`config.mk`:
```
export PLATFORM = sky130hd
export DESIGN_NAME = dtc_timer
export DESIGN_NICKNAME = d
export VERILOG_FILES = /design/src/dtc_pkg.sv /design/src/dtc_timer.sv /design/src/dtc_tick_div.sv
export SDC_FILE = /design/constraint.sdc
export NUM_CORES = 1
export LEC_CHECK = 0
export CAP_MARGIN = 10
export CORE_UTILIZATION = 40
export DETAILED_ROUTE_END_ITERATION = 8
export DONT_BUFFER_PORTS = 1
export SETUP_SLACK_MARGIN = 0.4
export SLEW_MARGIN = 20
export SYNTH_ARGS = -nofsm -noshare
export SYNTH_HDL_FRONTEND = slang
export SYNTH_SLANG_ARGS = --single-unit
```
`constraint.sdc`:
```
create_clock -name clk -period 3.55 [get_ports clk]
set_input_delay 0 -clock clk [delete_from_list [all_inputs] [get_ports clk]]
set_output_delay 0 -clock clk [all_outputs]
set_load 0.005 [all_outputs]
```
`src/dtc_pkg.sv`:
```
// Purpose: shared constants and types for the dual timer/counter block
// Assumes: byte-wide register port, one 40 MHz clock
// Notes:   offsets are the printed register addresses
package dtc_pkg;
	localparam int          CLK_HZ            = 40000000;
	localparam int          ADDR_W            = 8;
	localparam logic [7:0]  OFS_MODE          = 8'h89;
	localparam logic [7:0]  OFS_A_LOW         = 8'h8A;
	localparam logic [7:0]  OFS_B_LOW         = 8'h8B;
	localparam logic [7:0]  OFS_A_HIGH        = 8'h8C;
	localparam logic [7:0]  OFS_B_HIGH        = 8'h8D;
	localparam logic [7:0]  OFS_TICK          = 8'h8E;
	localparam logic [7:0]  OFS_RUN           = 8'h88;
	localparam logic [7:0]  OFS_EXTERNAL_DATA_MOVE          = 8'hA0;
	localparam int          MODE_B_GATE       = 7;
	localparam int          MODE_B_SEL        = 6;
	localparam int          MODE_B_M_LO       = 4;
	localparam int          MODE_A_GATE       = 3;
	localparam int          MODE_A_SEL        = 2;
	localparam int          MODE_A_M_LO       = 0;
	localparam int          TICK_WD_LO        = 6;
	localparam int          TICK_B_SEL        = 4;
	localparam int          TICK_A_SEL        = 3;
	localparam int          RUN_B_FLAG        = 7;
	localparam int          RUN_B_RUN         = 6;
	localparam int          RUN_A_FLAG        = 5;
	localparam int          RUN_A_RUN         = 4;
	localparam logic [7:0]  MODE_RESET        = 8'h00;
	localparam logic [7:0]  TICK_RESET        = 8'h01;
	localparam logic [3:0]  DIV_FAST          = 4'h4;
	localparam logic [3:0]  DIV_SLOW          = 4'hC;
	localparam logic [3:0]  CYC_PER_MACHINE   = 4'h4;
	localparam logic [3:0]  EXTERNAL_DATA_MOVE_BASE_CYCLES  = 4'h2;
	localparam logic [4:0]  PRESCALE_TOP      = 5'h1F;

	typedef enum logic [1:0] {
		DTC_M13 = 2'h0,
		DTC_M16 = 2'h1,
		DTC_M8R = 2'h2,
		DTC_MSPLIT = 2'h3
	} dtc_mode_type;

	typedef struct packed {
		logic [ADDR_W-1:0] addr;
		logic [7:0]        wdata;
		logic              wr;
		logic              rd;
	} dtc_bus_type;

	typedef struct packed {
		logic       start;
		logic       on_chip;
	} dtc_external_data_move_req_type;
endpackage : dtc_pkg

```
`src/dtc_timer.sv`:
```
// Purpose: two 8051-style timer/counters with mode, gate and tick select
// Assumes: pins are asynchronous; register port answers reads one cycle later
// Notes:   overflow flags clear on service acknowledge or software write
//
// Summary of operation
// - Timer B gated by irq pin B high
// - Timer A gated by irq pin A high
// - Timer B counts pin falling edges when selected
// - Timer A counts pin falling edges when selected
// - Mode fields at bits 5:4 and 1:0
// - Mode 0 uses 5-bit low prescaler
// - Mode 1 is full 16-bit count
// - Mode 2 reloads low from high
// - Mode 3 timer A low uses A controls
// - Mode 3 timer A high uses B run bit and B tick only, not B gate or select
// - Mode 3 halts timer B
// - Tick select bit 4 for timer B
// - Tick select bit 3 for timer A
// - Bits 7:6 hold watchdog period select
// - Stretch field bits 2:0, resets to one
// - On-chip data moves always two cycles
// - Overflow flag set by hardware, software clearable
// - Run bits written by software
// - Off-chip data move lasts stretch plus two cycles
//
// Chosen here: the strobed register port.
`timescale 1ns/100ps
`default_nettype none
module dtc_timer
	import dtc_pkg::*;
(
	// Clock and reset
	input  wire logic                     clk,
	input  wire logic                     arst_n,
	// Register port
	input  wire dtc_pkg::dtc_bus_type     bus,
	output logic [7:0]                    rdata,
	// Pins
	input  wire logic                     ext_irq_a_pin,
	input  wire logic                     ext_irq_b_pin,
	input  wire logic                     count_input_a_pin,
	input  wire logic                     count_input_b_pin,
	// Interrupt service acknowledges
	input  wire logic                     ack_a,
	input  wire logic                     ack_b,
	// Data move timing
	input  wire dtc_pkg::dtc_external_data_move_req_type external_data_move_req,
	output logic                          external_data_move_busy,
	// Status
	output logic                          timer_a_overflow_flag,
	output logic                          timer_b_overflow_flag,
	output logic [1:0]                    watchdog_period
);
	import dtc_pkg::*;

	// Pin synchronisers: index 0 irq A, 1 irq B, 2 count A, 3 count B
	logic [3:0] s1_reg;
	logic [3:0] s2_reg;
	logic [3:0] s3_reg;
	wire  [3:0] pins = {count_input_b_pin, count_input_a_pin, ext_irq_b_pin, ext_irq_a_pin};

	genvar gi;
	generate
		for (gi = 0; gi < 4; gi++)
		begin : g_sync
			always_ff @(posedge clk or negedge arst_n)
				if (!arst_n)
				begin
					s1_reg[gi] <= 1'b1;
					s2_reg[gi] <= 1'b1;
					s3_reg[gi] <= 1'b1;
				end
				else
				begin
					s1_reg[gi] <= pins[gi];
					s2_reg[gi] <= s1_reg[gi];
					s3_reg[gi] <= s2_reg[gi];
				end
		end
	endgenerate

	wire irq_a  = s2_reg[0];
	wire irq_b  = s2_reg[1];
	wire fall_a = s3_reg[2] & ~s2_reg[2];
	wire fall_b = s3_reg[3] & ~s2_reg[3];

	// Registers
	logic [7:0] mode_reg;
	logic [7:0] tick_reg;
	logic [7:0] a_low_reg, a_high_reg, b_low_reg, b_high_reg;
	logic       a_run_reg, b_run_reg;
	logic       a_flag_reg, b_flag_reg;
	logic [3:0] external_data_move_cnt_reg;
	logic [1:0] mc_cnt_reg;

	wire [1:0] mode_a = mode_reg[MODE_A_M_LO +: 2];
	wire [1:0] mode_b = mode_reg[MODE_B_M_LO +: 2];

	// Internal ticks per timer
	logic tick_a;
	logic tick_b;
	dtc_tick_div u_div_a (
		.clk    (clk),
		.arst_n (arst_n),
		.fast   (tick_reg[TICK_A_SEL]),
		.tick   (tick_a)
	);
	dtc_tick_div u_div_b (
		.clk    (clk),
		.arst_n (arst_n),
		.fast   (tick_reg[TICK_B_SEL]),
		.tick   (tick_b)
	);

	// Enables and count events
	wire en_a   = a_run_reg & (~mode_reg[MODE_A_GATE] | irq_a);
	wire en_b   = b_run_reg & (~mode_reg[MODE_B_GATE] | irq_b);
	wire evt_a  = mode_reg[MODE_A_SEL] ? fall_a : tick_a;
	wire evt_b  = mode_reg[MODE_B_SEL] ? fall_b : tick_b;
	wire inc_a  = en_a & evt_a;
	wire inc_b  = en_b & evt_b & (mode_b != DTC_MSPLIT);
	wire inc_ah = b_run_reg & tick_b;

	// Timer A next state
	logic [7:0] a_low_next, a_high_next;
	logic       a_ovf;
	wire  [8:0] a_low_p1  = {1'b0, a_low_reg} + 9'h001;
	wire  [8:0] a_high_p1 = {1'b0, a_high_reg} + 9'h001;
	wire        a_pre_top = a_low_reg[4:0] == PRESCALE_TOP;

	always_comb
	begin
		a_low_next  = a_low_reg;
		a_high_next = a_high_reg;
		a_ovf       = 1'b0;
		case (mode_a)
			DTC_M13:
				if (inc_a)
				begin
					a_low_next = {3'h0, a_pre_top ? 5'h00 : a_low_reg[4:0] + 5'h01};
					if (a_pre_top)
					begin
						a_high_next = a_high_p1[7:0];
						a_ovf       = a_high_p1[8];
					end
				end
			DTC_M16:
				if (inc_a)
				begin
					a_low_next = a_low_p1[7:0];
					if (a_low_p1[8])
					begin
						a_high_next = a_high_p1[7:0];
						a_ovf       = a_high_p1[8];
					end
				end
			DTC_M8R:
				if (inc_a)
				begin
					a_low_next = a_low_p1[8] ? a_high_reg : a_low_p1[7:0];
					a_ovf      = a_low_p1[8];
				end
			DTC_MSPLIT:
			begin
				if (inc_a)
				begin
					a_low_next = a_low_p1[7:0];
					a_ovf      = a_low_p1[8];
				end
				if (inc_ah)
					a_high_next = a_high_p1[7:0];
			end
			default: ;
		endcase
	end

	// Timer B next state
	logic [7:0] b_low_next, b_high_next;
	logic       b_ovf;
	wire  [8:0] b_low_p1  = {1'b0, b_low_reg} + 9'h001;
	wire  [8:0] b_high_p1 = {1'b0, b_high_reg} + 9'h001;
	wire        b_pre_top = b_low_reg[4:0] == PRESCALE_TOP;

	always_comb
	begin
		b_low_next  = b_low_reg;
		b_high_next = b_high_reg;
		b_ovf       = 1'b0;
		if (inc_b)
			case (mode_b)
				DTC_M13:
				begin
					b_low_next = {3'h0, b_pre_top ? 5'h00 : b_low_reg[4:0] + 5'h01};
					if (b_pre_top)
					begin
						b_high_next = b_high_p1[7:0];
						b_ovf       = b_high_p1[8];
					end
				end
				DTC_M16:
				begin
					b_low_next = b_low_p1[7:0];
					if (b_low_p1[8])
					begin
						b_high_next = b_high_p1[7:0];
						b_ovf       = b_high_p1[8];
					end
				end
				DTC_M8R:
				begin
					b_low_next = b_low_p1[8] ? b_high_reg : b_low_p1[7:0];
					b_ovf      = b_low_p1[8];
				end
				default: ;
			endcase
		// In split mode timer A's high byte borrows timer B's overflow flag
		if (mode_a == DTC_MSPLIT && inc_ah && a_high_p1[8])
			b_ovf = 1'b1;
	end

	// Register decode
	wire wr_mode  = bus.wr && bus.addr == OFS_MODE;
	wire wr_tick  = bus.wr && bus.addr == OFS_TICK;
	wire wr_run   = bus.wr && bus.addr == OFS_RUN;
	wire wr_al    = bus.wr && bus.addr == OFS_A_LOW;
	wire wr_ah    = bus.wr && bus.addr == OFS_A_HIGH;
	wire wr_bl    = bus.wr && bus.addr == OFS_B_LOW;
	wire wr_bh    = bus.wr && bus.addr == OFS_B_HIGH;
	wire wr_external_data_move  = bus.wr && bus.addr == OFS_EXTERNAL_DATA_MOVE;
	wire [7:0] run_view = {b_flag_reg, b_run_reg, a_flag_reg, a_run_reg, 4'h0};

	// Hardware set wins over software or service clear
	wire a_flag_next = a_ovf | (wr_run ? bus.wdata[RUN_A_FLAG] : (a_flag_reg & ~ack_a));
	wire b_flag_next = b_ovf | (wr_run ? bus.wdata[RUN_B_FLAG] : (b_flag_reg & ~ack_b));

	logic [7:0] rd_mux;
	always_comb
		case (bus.addr)
			OFS_MODE:   rd_mux = mode_reg;
			OFS_TICK:   rd_mux = tick_reg;
			OFS_RUN:    rd_mux = run_view;
			OFS_A_LOW:  rd_mux = a_low_reg;
			OFS_A_HIGH: rd_mux = a_high_reg;
			OFS_B_LOW:  rd_mux = b_low_reg;
			OFS_B_HIGH: rd_mux = b_high_reg;
			OFS_EXTERNAL_DATA_MOVE:   rd_mux = {7'h00, external_data_move_busy};
			default:    rd_mux = 8'h00;
		endcase

	// Data move timing: machine cycle is four clocks
	wire       mc_end     = mc_cnt_reg == 2'(CYC_PER_MACHINE - 4'h1);
	wire [3:0] external_data_move_len   = external_data_move_req.on_chip ? EXTERNAL_DATA_MOVE_BASE_CYCLES
	                      : EXTERNAL_DATA_MOVE_BASE_CYCLES + {1'b0, tick_reg[2:0]};
	wire       external_data_move_start = (wr_external_data_move & bus.wdata[0]) | external_data_move_req.start;

	always_ff @(posedge clk or negedge arst_n)
		if (!arst_n)
		begin
			mode_reg   <= MODE_RESET;
			tick_reg   <= TICK_RESET;
			a_run_reg  <= 1'b0;
			b_run_reg  <= 1'b0;
			a_flag_reg <= 1'b0;
			b_flag_reg <= 1'b0;
			a_low_reg  <= 8'h00;
			a_high_reg <= 8'h00;
			b_low_reg  <= 8'h00;
			b_high_reg <= 8'h00;
			rdata      <= 8'h00;
		end
		else
		begin
			if (wr_mode)
				mode_reg <= bus.wdata;
			if (wr_tick)
				tick_reg <= bus.wdata;
			if (wr_run)
			begin
				a_run_reg <= bus.wdata[RUN_A_RUN];
				b_run_reg <= bus.wdata[RUN_B_RUN];
			end
			a_flag_reg <= a_flag_next;
			b_flag_reg <= b_flag_next;
			a_low_reg  <= wr_al ? bus.wdata : a_low_next;
			a_high_reg <= wr_ah ? bus.wdata : a_high_next;
			b_low_reg  <= wr_bl ? bus.wdata : b_low_next;
			b_high_reg <= wr_bh ? bus.wdata : b_high_next;
			rdata      <= bus.rd ? rd_mux : 8'h00;
		end

	always_ff @(posedge clk or negedge arst_n)
		if (!arst_n)
		begin
			external_data_move_cnt_reg <= 4'h0;
			mc_cnt_reg   <= 2'h0;
			external_data_move_busy    <= 1'b0;
		end
		else if (!external_data_move_busy)
		begin
			if (external_data_move_start)
			begin
				external_data_move_cnt_reg <= external_data_move_len;
				mc_cnt_reg   <= 2'h0;
				external_data_move_busy    <= 1'b1;
			end
		end
		else
		begin
			mc_cnt_reg <= mc_cnt_reg + 2'h1;
			if (mc_end)
			begin
				external_data_move_cnt_reg <= external_data_move_cnt_reg - 4'h1;
				external_data_move_busy    <= external_data_move_cnt_reg != 4'h1;
			end
		end

	always_ff @(posedge clk or negedge arst_n)
		if (!arst_n)
		begin
			timer_a_overflow_flag <= 1'b0;
			timer_b_overflow_flag <= 1'b0;
			watchdog_period       <= 2'h0;
		end
		else
		begin
			timer_a_overflow_flag <= a_flag_next;
			timer_b_overflow_flag <= b_flag_next;
			watchdog_period       <= tick_reg[TICK_WD_LO +: 2];
		end
endmodule : dtc_timer
`default_nettype wire

```
`src/dtc_tick_div.sv`:
```
// Purpose: one-cycle tick enable at clock/4 or clock/12
// Assumes: clk is the oscillator
// Notes:   counter restarts when the rate changes to avoid a long first period
`timescale 1ns/100ps
`default_nettype none
module dtc_tick_div
	import dtc_pkg::*;
(
	// Clock and reset
	input  wire logic clk,
	input  wire logic arst_n,
	// Control
	input  wire logic fast,
	// Tick
	output logic      tick
);
	logic [3:0] cnt_reg;
	logic       fast_reg;
	wire  [3:0] limit   = fast ? DIV_FAST : DIV_SLOW;
	wire        wrap    = (cnt_reg >= limit - 4'h1) || (fast != fast_reg);

	always_ff @(posedge clk or negedge arst_n)
		if (!arst_n)
		begin
			cnt_reg  <= 4'h0;
			fast_reg <= 1'b0;
			tick     <= 1'b0;
		end
		else
		begin
			cnt_reg  <= wrap ? 4'h0 : cnt_reg + 4'h1;
			fast_reg <= fast;
			tick     <= (fast == fast_reg) && (cnt_reg == limit - 4'h1);
		end
endmodule : dtc_tick_div
`default_nettype wire

```
* After elaboration in Yosys (flattened, before gate mapping)
Index checks and enable logic that the tools add are counted.
** Storage, ports and cells
- Register bits after elaboration :: 91
- Latch bits :: 0
- Memory bits (writable) :: 0
- Memory bits (read-only) :: 0
- Input bits :: 28
- Output and inout bits :: 13
- Logic and storage cells :: 186
- Memories :: 0
** Cells by class
- Add/sub/neg operators :: 13
- $mul :: 0
- Div/mod/pow operators :: 0
- Magnitude comparators :: 2
- Eq/ne operators :: 35
- Shifts and indexed selects :: 0
- Muxes and demuxes :: 54
- Bitwise logic cells :: 22
- Reduce and logical (&&, ||, !) cells :: 29
** Operators by type and width (count)
- two-way mux 8 bit :: 19
- one-hot mux 8 bit (3 select lines) :: 3
- == test 8 bit (second input constant) :: 8
- one-hot mux 8 bit (8 select lines) :: 1
- adder 8 x 1 -> 9 bit (second input constant) :: 4
- two-way mux 4 bit :: 8
- != test 3 bit (second input constant) :: 9
- two-way mux 1 bit :: 16
- one-hot mux 8 bit (2 select lines) :: 1
- logical AND 1 bit :: 12
- subtractor 4 x 1 -> 4 bit (second input constant) :: 3
- AND 1 bit :: 11
- adder 5 x 1 -> 5 bit (second input constant) :: 2
- == test 5 bit (second input constant) :: 2
- two-way mux 5 bit :: 2
- adder 4 x 1 -> 4 bit (second input constant) :: 2
- == test 2 bit (second input constant) :: 4
- == test 4 bit :: 2
- >= comparator 4 bit :: 2
- nonzero test 4 bit :: 2
- inverter 1 bit :: 6
- one-hot mux 1 bit (3 select lines) :: 2
- AND reduction 6 bit :: 1
- nonzero test 2 bit :: 3
- other kinds (18) :: 30

* Logic depth before layout (Yosys ltp)
Gate-level depths: netlist of the first run.
- Word-level depth :: 8
- Gate-level depth with buffers :: 9
- Gate-level depth less buffers :: 9

* Modules after synthesis
A second synthesis of the first run with hierarchy kept.
** Unflattened totals
- Cells, all modules :: 552
- Area total of the unflattened synthesis :: 5238.8 um2
** By module, submodules not included
- dtc_timer :: times used 1, cells each 510, area each 4743.3 um2, seq. area each 1990.7 um2
- dtc_tick_div :: times used 2, cells each 21, area each 247.7 um2, seq. area each 150.1 um2

* Worst setup path before layout of the first run
OpenSTA, ideal clock, no wires.
- Path kind :: register -> register
- Start point :: register a_low_reg[0]
- End point :: register a_high_reg[7]
- Library setup time :: 0.071 ns
- Arrival :: 2.055 ns
- Required time :: 3.479 ns
- Path slack :: 1.424 ns
- Cell stages (with the launch flop) :: 10
- Buffers on the path :: 0
- Clock period less this slack :: 2.126 ns
- Path through :: dfrtp_1 -> ha_1 -> nand3_1 -> inv_1 -> ha_1 -> nor2_1 -> o21ai_0 -> o211ai_2 -> or4b_1 -> nand4_1
** On the way
- Word-level cells in the longest chain between the ends :: 3
- Elaborated cells between the ends (all ways) :: 5
- Those cells by class :: 1 x add/sub; 3 x eq/ne; 1 x reduce/logical
** Ends and longest elaborated chain
- start, declared :: line dtc_timer.sv:90 : logic [7:0] a_low_reg, a_high_reg, b_low_reg, b_high_reg;
- start signal, assigned :: line dtc_timer.sv:284 : a_low_reg <= wr_al ? bus.wdata : a_low_next;
- adder 8 x 1 -> 9 bit / == test 5 bit (equally long branches) :: line dtc_timer.sv:127, dtc_timer.sv:129
- != test 3 bit (no source line)
- AND reduction 6 bit (no source line) (*)
- end signal, assigned :: line dtc_timer.sv:285 : a_high_reg <= wr_ah ? bus.wdata : a_high_next;
- end, declared :: line dtc_timer.sv:90
Every way passes the cells marked *; elsewhere a longest branch is shown, timed or not.
A chain may end at the register's enable or synchronous reset.

* Worst setup path after layout of the first run
- Start point :: register a_low_reg[0]
- End point :: register a_low_reg[2]
** On the way
- Word-level cells in the longest chain between the ends :: 5
- Elaborated cells between the ends (all ways) :: 10
- Those cells by class :: 2 x add/sub; 1 x eq/ne; 7 x mux
** Ends and longest elaborated chain
- adder 8 x 1 -> 9 bit, or another cell as far along :: line dtc_timer.sv:127 : wire [8:0] a_low_p1 = {1'b0, a_low_reg} + 9'h001;
- two-way mux 8 bit / two-way mux 5 bit (equally long branches) :: line dtc_timer.sv:160, dtc_timer.sv:140
- two-way mux 8 bit, on equally long branches :: line dtc_timer.sv:158, dtc_timer.sv:138
- one-hot mux 8 bit (3 select lines) (*) :: line dtc_timer.sv:136 : case (mode_a)
- two-way mux 8 bit (*) :: line dtc_timer.sv:284
Every way passes the cells marked *; elsewhere a longest branch is shown, timed or not. The select of a mux whose other input is x is not followed.

==> flow_summary_export.csv, run 1 <==
group,metric,value,unit
outcome,status,"finished, final reports clean",
routing,wirelength,15600,microns
floorplan,initial_core_util,0.414,
routing,drt-met1-wl,6720,microns
timing,finalCriticalPeriod,2.46,ns
clocking,insertion_delay,0.36,ns
clocking,clockBufferDepth,2,
clocking,cts_root_buf,"clkbuf_16",
synthesis,synth_xor_area_frac,0.0282,
placed_design,post-place-cells,707,
floorplan,die_area,13700,sq um
finish,final_cell_count_no_fill,746,
routing,drcViolationCount,0,
timing,finalHoldViolCount,0,
routing,vias,4499,
setup_path,crit_fanout,7,
synthesis,synth_edf_count,0,
global_route,grt_start_max_net_pins,92,
routing,wl_per_cell,20.9,microns
setup_path,path_delay_family,"simple AND/OR/NAND/NOR gates",
synthesis,syn_inst,555,
timing,tightest_slew,0.848,ns
placed_design,gp_congestion,0.905,
pwr,irDropWorstVdd,0.309,mV
placed_design,numPortBuffers,0,
timing,setup_viol,0,
routing,routed.top_layer,"met4",
global_route,gr-total-overflow,0,
synthesis,synth_nets,601,
finish,seqCellArea,2290,sq um
routing,wl_met3,891,microns
job,cap_violations,0,
placed_design,dp_hpwl,11000,microns
routing,drt-pass1-iter-count,6,
synthesis,ys_types,73,
synthesis,synth-simple-area-share,0.215,
synthesis,synth_compound_area_frac,0.193,
synthesis,synth_seq_area_share,0.433,
finish,fin_nets,615,
clocking,clk_pin_slew,0.07,ns
setup_path,crit_path_top_delay_cell,"nor3b_1",
synthesis,synth_top_family_by_area,"simple AND/OR/NAND/NOR gates",
setup_path,crit_buf_inv,1,
setup_path,critPathMaxStageDelay,0.65,ns
timing,clock.fmax,0.406,GHz
global_route,grt_use_total,0.246,
finish,multi_input_area,2840,sq um
routing,wl_met2,7540,microns
placed_design,place_area,5430,sq um
timing,slew_viol_final,0,
timing,whs,0.0225,ns
setup_path,worstPathArrival,2.68,ns
global_route,grt_pass1_vias,4465,
setup_path,crit_path_start_kind,"register",
pwr,leakage,2.40,nW
synthesis,syn_area,5290,sq um
synthesis,synth_seq_cells,91,
floorplan,ioPinCount,41,
finish,n_fill_cell,1221,
timing,slew_headroom,0.434,
global_route,antenna_found_initial,0,
finish,area_growth,12.9,%
timing,clock_skew,0.0137,ns
setup_path,critPathRequiredTime,3.77,ns
global_route,grt_pass1_wl,24700,microns
clocking,cts_setup_buffers,0,
floorplan,fp.coreArea,12800,sq um
setup_path,path_cells,"ha_1 -> nand3_1 -> inv_1 -> ha_1 -> nor3b_1 -> nor3b_1 -> a21oi_1 -> a2bb2oi_1 -> a21oi_1",
timing,rsz0062_at_grt,"no",
timing,fin_tns_setup,0,ns
clocking,cts-hold-fix-buffers,23,
synthesis,ys.warnings.count,0,
clocking,htree_levels,3,
routing,drtAntennaViolNets,0,
setup_path,path_class,"register to register",
clocking,clock_sink_count,91,
clocking,cts_resized,0,
synthesis,async_flop_share,1.00,
synthesis,muxShareOfSynthArea,0.0580,
synthesis,synth.avg_cell_area,9.52,sq um
clocking,cts-buffers-inserted,9,
routing,drt_iter0_drc,395,
finish,layout-drive-gt1-share,0.117,
finish,diodes,0,
synthesis,synthAdderAreaFrac,0.0426,
routing,viasPerCell,6.03,
floorplan,chipWidth,117,microns
floorplan,std_cell_rows,41,
setup_path,end_kind,"register",
synthesis,synth_ff_type,"dfrtp_1",
finish,stdcell_area,5970,sq um
worst_hold_path,hp-class,"primary input to register",
clocking,cts_tree,"done",
floorplan,die_h,117,microns
pwr,power.density,500,nW/um^2
timing,post-route-period-util,0.694,
[logic make-up after synthesis]
family,after synthesis
xor gates and xnor gates,17
buffers and inverters,40
and+or+nand+nor,210
AOI/OAI and AO/OA,152
adders and majority gates,18
muxes,27
DFF,91
[per-stage QoR]
stage	setup WS (ns)	utilization	power, W
global route	0.878	0.467	0.00317
floorplan	1.42	-	0.00182
finish	1.09	0.467	0.00299
detailed placement	1.16	0.425	0.00198
global placement	1.23	0.425	0.00195
CTS	1.15	0.467	0.00301
[final timing paths]
path                         startpoint               endpoint  slack, ns  depth (start not counted)
hold reg to reg               s1_reg[3]              s2_reg[3]       0.36                          0
setup reg to reg           a_low_reg[0]           a_low_reg[2]       1.09                          9
hold / removal                    ack_b  timer_b_overflow_flag       0.02                          3
min in group asynchronous        arst_n          b_high_reg[5]       0.19                          2
setup / recovery           a_low_reg[0]           a_low_reg[2]       1.09                          9
max in group asynchronous        arst_n              s3_reg[3]       2.94                          2
[metal layers]
layer | global-route usage | up-vias
li1 | - | 2103
met1 | 0.306 | 2206
met2 | 0.405 | 158
met3 | 0.0623 | 32
met4 | 0.111 | 0
met5 | 0 | -
[power breakdown]
group	switching [W]	internal (W)
clock	0.000432	0.000514
sequential	0.000200	0.00119
combinational	0.000342	0.000305
[cells in the final DEF (no fill, tap or decap), types with 4 or more instances in the layout]
master         synthesis  routed
nand3_1               22      22
or2_2                  4       4
a31oi_1               10      10
mux2i_1                7       7
inv_1                 18      18
xnor2_1                4       4
nor2_1                46      46
nor2b_1                8       8
a21oi_1               41      41
nand4_1               15      15
dfstp_2               11      11
o211ai_1               7       7
and3_1                12      12
nand2b_1               7       7
nor3b_1                6       6
a32oi_1                4       4
a22oi_1               10      10
a221oi_1               5       5
a211oi_1               5       5
clkbuf_16              0       9
mux2_2                19      19
dfrtp_1               80      80
xor2_1                13      13
nand2_1               45      45
dlygate4sd3_1          0      22
nor3_1                12      12
nand3b_1               4       4
o21ai_0               34      34
or3_1                  4       4
ha_1                  18      18
[layout make-up]
class / count / share of cell area
Clock buffer: 11 / 0.0423
Clock inverter: 5 / 0.00629
Inverter: 18 / 0.0113
Multi-Input combinational cell: 424 / 0.476
Sequential cell: 91 / 0.384
Tap cell: 172 / 0.0360
Timing Repair Buffer: 25 / 0.0440
[Yosys cell counts (5+ instances only)]
cell,count,share of area
dfrtp_1,80,0.38
nor2_1,46,0.033
nand2_1,45,0.032
a21oi_1,41,0.039
o21ai_0,34,0.032
nand3_1,22,0.021
mux2_2,19,0.040
ha_1,18,0.043
inv_1,18,0.013
clkbuf_1,16,0.011
nand4_1,15,0.018
xor2_1,13,0.022
and3_1,12,0.014
nor3_1,12,0.011
dfstp_2,11,0.055
a22oi_1,10,0.014
a31oi_1,10,0.012
nor2b_1,8,0.0095
mux2i_1,7,0.013
nand2b_1,7,0.0083
o211ai_1,7,0.0099
buf_2,6,0.0057
nor3b_1,6,0.0085
a211oi_1,5,0.0071
a221oi_1,5,0.0083
[worst min-delay path, cell delays in order]
cell and delay (ns):
nor3b_1 0.19, a221oi_1 0.07, o21ai_0 0.08
No activity file was read; power rests on OpenSTA's default activity.
==> run 2, diff against run 1 <==
clock period = 2 ns   (was 3.55 ns; I/O delays follow)
==> flow_summary_export.csv, run 2 (synthesis results as in run 1) <==
group,metric,value,unit
outcome,status,"complete, but fails checks",
outcome,violations,"hold timing",
timing,post-route-period-util,0.935,
setup_path,worstPathArrival,2.15,ns
routing,drt-pass1-iter-count,5,
timing,slew_headroom,0.596,
floorplan,die_area,13700,sq um
clocking,cts-hold-fix-buffers,23,
routing,drcViolationCount,0,
setup_path,end_kind,"register",
finish,diodes,0,
clocking,cts-buffers-inserted,9,
finish,n_fill_cell,1104,
timing,clock.fmax,0.535,GHz
finish,final_common_cell,"dfrtp_1",
pwr,power.total,0.00548,W
global_route,grt_pass1_wl,26100,microns
timing,fin_tns_setup,0,ns
routing,wirelength,17000,microns
global_route,busiest_layer,"met2",
clocking,clk_pin_slew,0.07,ns
timing,rsz0062_at_grt,"yes",
pwr,leakage,2.82,nW
global_route,grt_start_max_net_pins,92,
pwr,p_int,0.00370,W
global_route,grt_use_total,0.259,
global_route,grt.met3_usage,0.0731,
pwr,irDropWorstVdd,0.629,mV
clocking,cts_root_buf,"clkbuf_16",
floorplan,ioPinCount,41,
pwr,switchingPower,0.00178,W
clocking,htree_levels,3,
setup_path,critPathRequiredTime,2.28,ns
timing,slew_viol_final,0,
setup_path,crit_path_top_delay_cell,"or4_1",
global_route,met2_usage,0.400,
timing,whs,-0.663,ns
floorplan,fp.coreArea,12800,sq um
setup_path,path_class,"register to register",
pwr,seq_power_share,0.448,
pwr,power_frac_comb,0.260,
clocking,clockBufferDepth,2,
setup_path,critPathMaxStageDelay,0.43,ns
setup_path,r2r_cells,6,
timing,finalHoldViolCount,91,
global_route,grtUsageMet1,0.341,
setup_path,crit_fanout,4,
pwr,swShare,0.325,
placed_design,numPortBuffers,0,
setup_path,crit_buf_inv,0,
finish,layout-drive-gt1-share,0.323,
setup_path,path_cells,"ha_4 -> nand4_1 -> o211ai_1 -> o2111ai_2 -> or4_1 -> nand3_1",
finish,final_cell_mix,"dfrtp_1, buf_4, nand2_1",
clocking,insertion_delay,0.35,ns
timing,setup_viol,0,
floorplan,initial_core_util,0.414,
job,cap_violations,0,
worst_hold_path,hp-class,"primary input to async pin",
placed_design,dp_hpwl,11200,microns
routing,drt_iter0_drc,485,
routing,vias,4906,
timing,clock_skew,0.00651,ns
setup_path,cp.depth,6,
global_route,grt_pass1_vias,4658,
finish,fin_nets,688,
timing,finalCriticalPeriod,1.87,ns
global_route,gr-total-overflow,0,
setup_path,crit_path_start_kind,"register",
floorplan,chipWidth,117,microns
placed_design,gp_congestion,0.885,
finish,area_growth,34.5,%
timing,tightest_slew,0.605,ns
floorplan,die_h,117,microns
clocking,clock_sink_count,91,
routing,wl_per_cell,20.7,microns
routing,drtAntennaViolNets,0,
pwr,p_clk_frac,0.292,
setup_path,path_delay_family,"simple AND/OR/NAND/NOR gates",
pwr,power.density,770,nW/um^2
clocking,cts_tree,"done",
routing,viasPerCell,5.99,
floorplan,std_cell_rows,41,
global_route,antenna_found_initial,0,
==> run 2: power by group through the flow <==
stage / clock network, W / logic, W / registers [W]
after floorplan: 0 / 0.000916 / 0.00235
after global placement: 0 / 0.00112 / 0.00245
after detailed placement: 0 / 0.00118 / 0.00246
after CTS: 0.00164 / 0.00134 / 0.00244
after global routing: 0.00172 / 0.00157 / 0.00249
final: 0.00160 / 0.00142 / 0.00246
==> run 2: worst paths after layout <==
check | end | startpoint | slack [ns]
max in group asynchronous | s3_reg[2] | arst_n | 2.41
min | b_low_reg[2] | arst_n | -0.66
min reg2reg | irq_a | s1_reg[0] | 0.36
max | a_high_reg[6] | a_low_reg[1] | 0.13
min in group clk | rdata[0] | bus[11] | 0.01
max reg2reg | a_high_reg[6] | a_low_reg[1] | 0.13
==> run 2: routing by layer <==
metal	vias up	part of all wire
met5	-	0
met4	0	0.037
met3	44	0.066
met2	162	0.46
met1	2448	0.43
li1	2252	-
==> run 2: what timing repair did <==
| action | in CTS | in global routing |
|---|---|---|
| setup buffers | 16 | 20 |
| cloned | 1 | 0 |
| endpoints found under the hold margin | 156 | 91 |
| setup endpoints to repair | 33 | 36 |
| pin swaps | 42 | 26 |
| resized for setup | 53 | 44 |
==> run 2: area by class of cell <==
class / instances / area, sq um / area share
Timing Repair Buffer: 98 / 880 / 0.124
Clock buffer: 14 / 254 / 0.0357
Clock inverter: 2 / 12.5 / 0.00176
Multi-Input combinational cell: 424 / 3380 / 0.475
Sequential cell: 91 / 2300 / 0.323
Inverter: 18 / 72.6 / 0.0102
Tap cell: 172 / 215 / 0.0303
==> run 2: through the flow <==
step	instance area, sq um	utilization	instances	hold slack [ns]	setup slack [ns]
after floorplan	5440	-	555	-0.296	0.0337
after global placement	5860	0.459	743	-0.292	0.102
after detailed placement	5860	0.459	743	-0.292	0.0332
after CTS	6740	0.527	799	-0.669	0.154
after global routing	7110	0.556	819	-0.677	0.0506
final	7110	0.556	819	-0.663	0.130
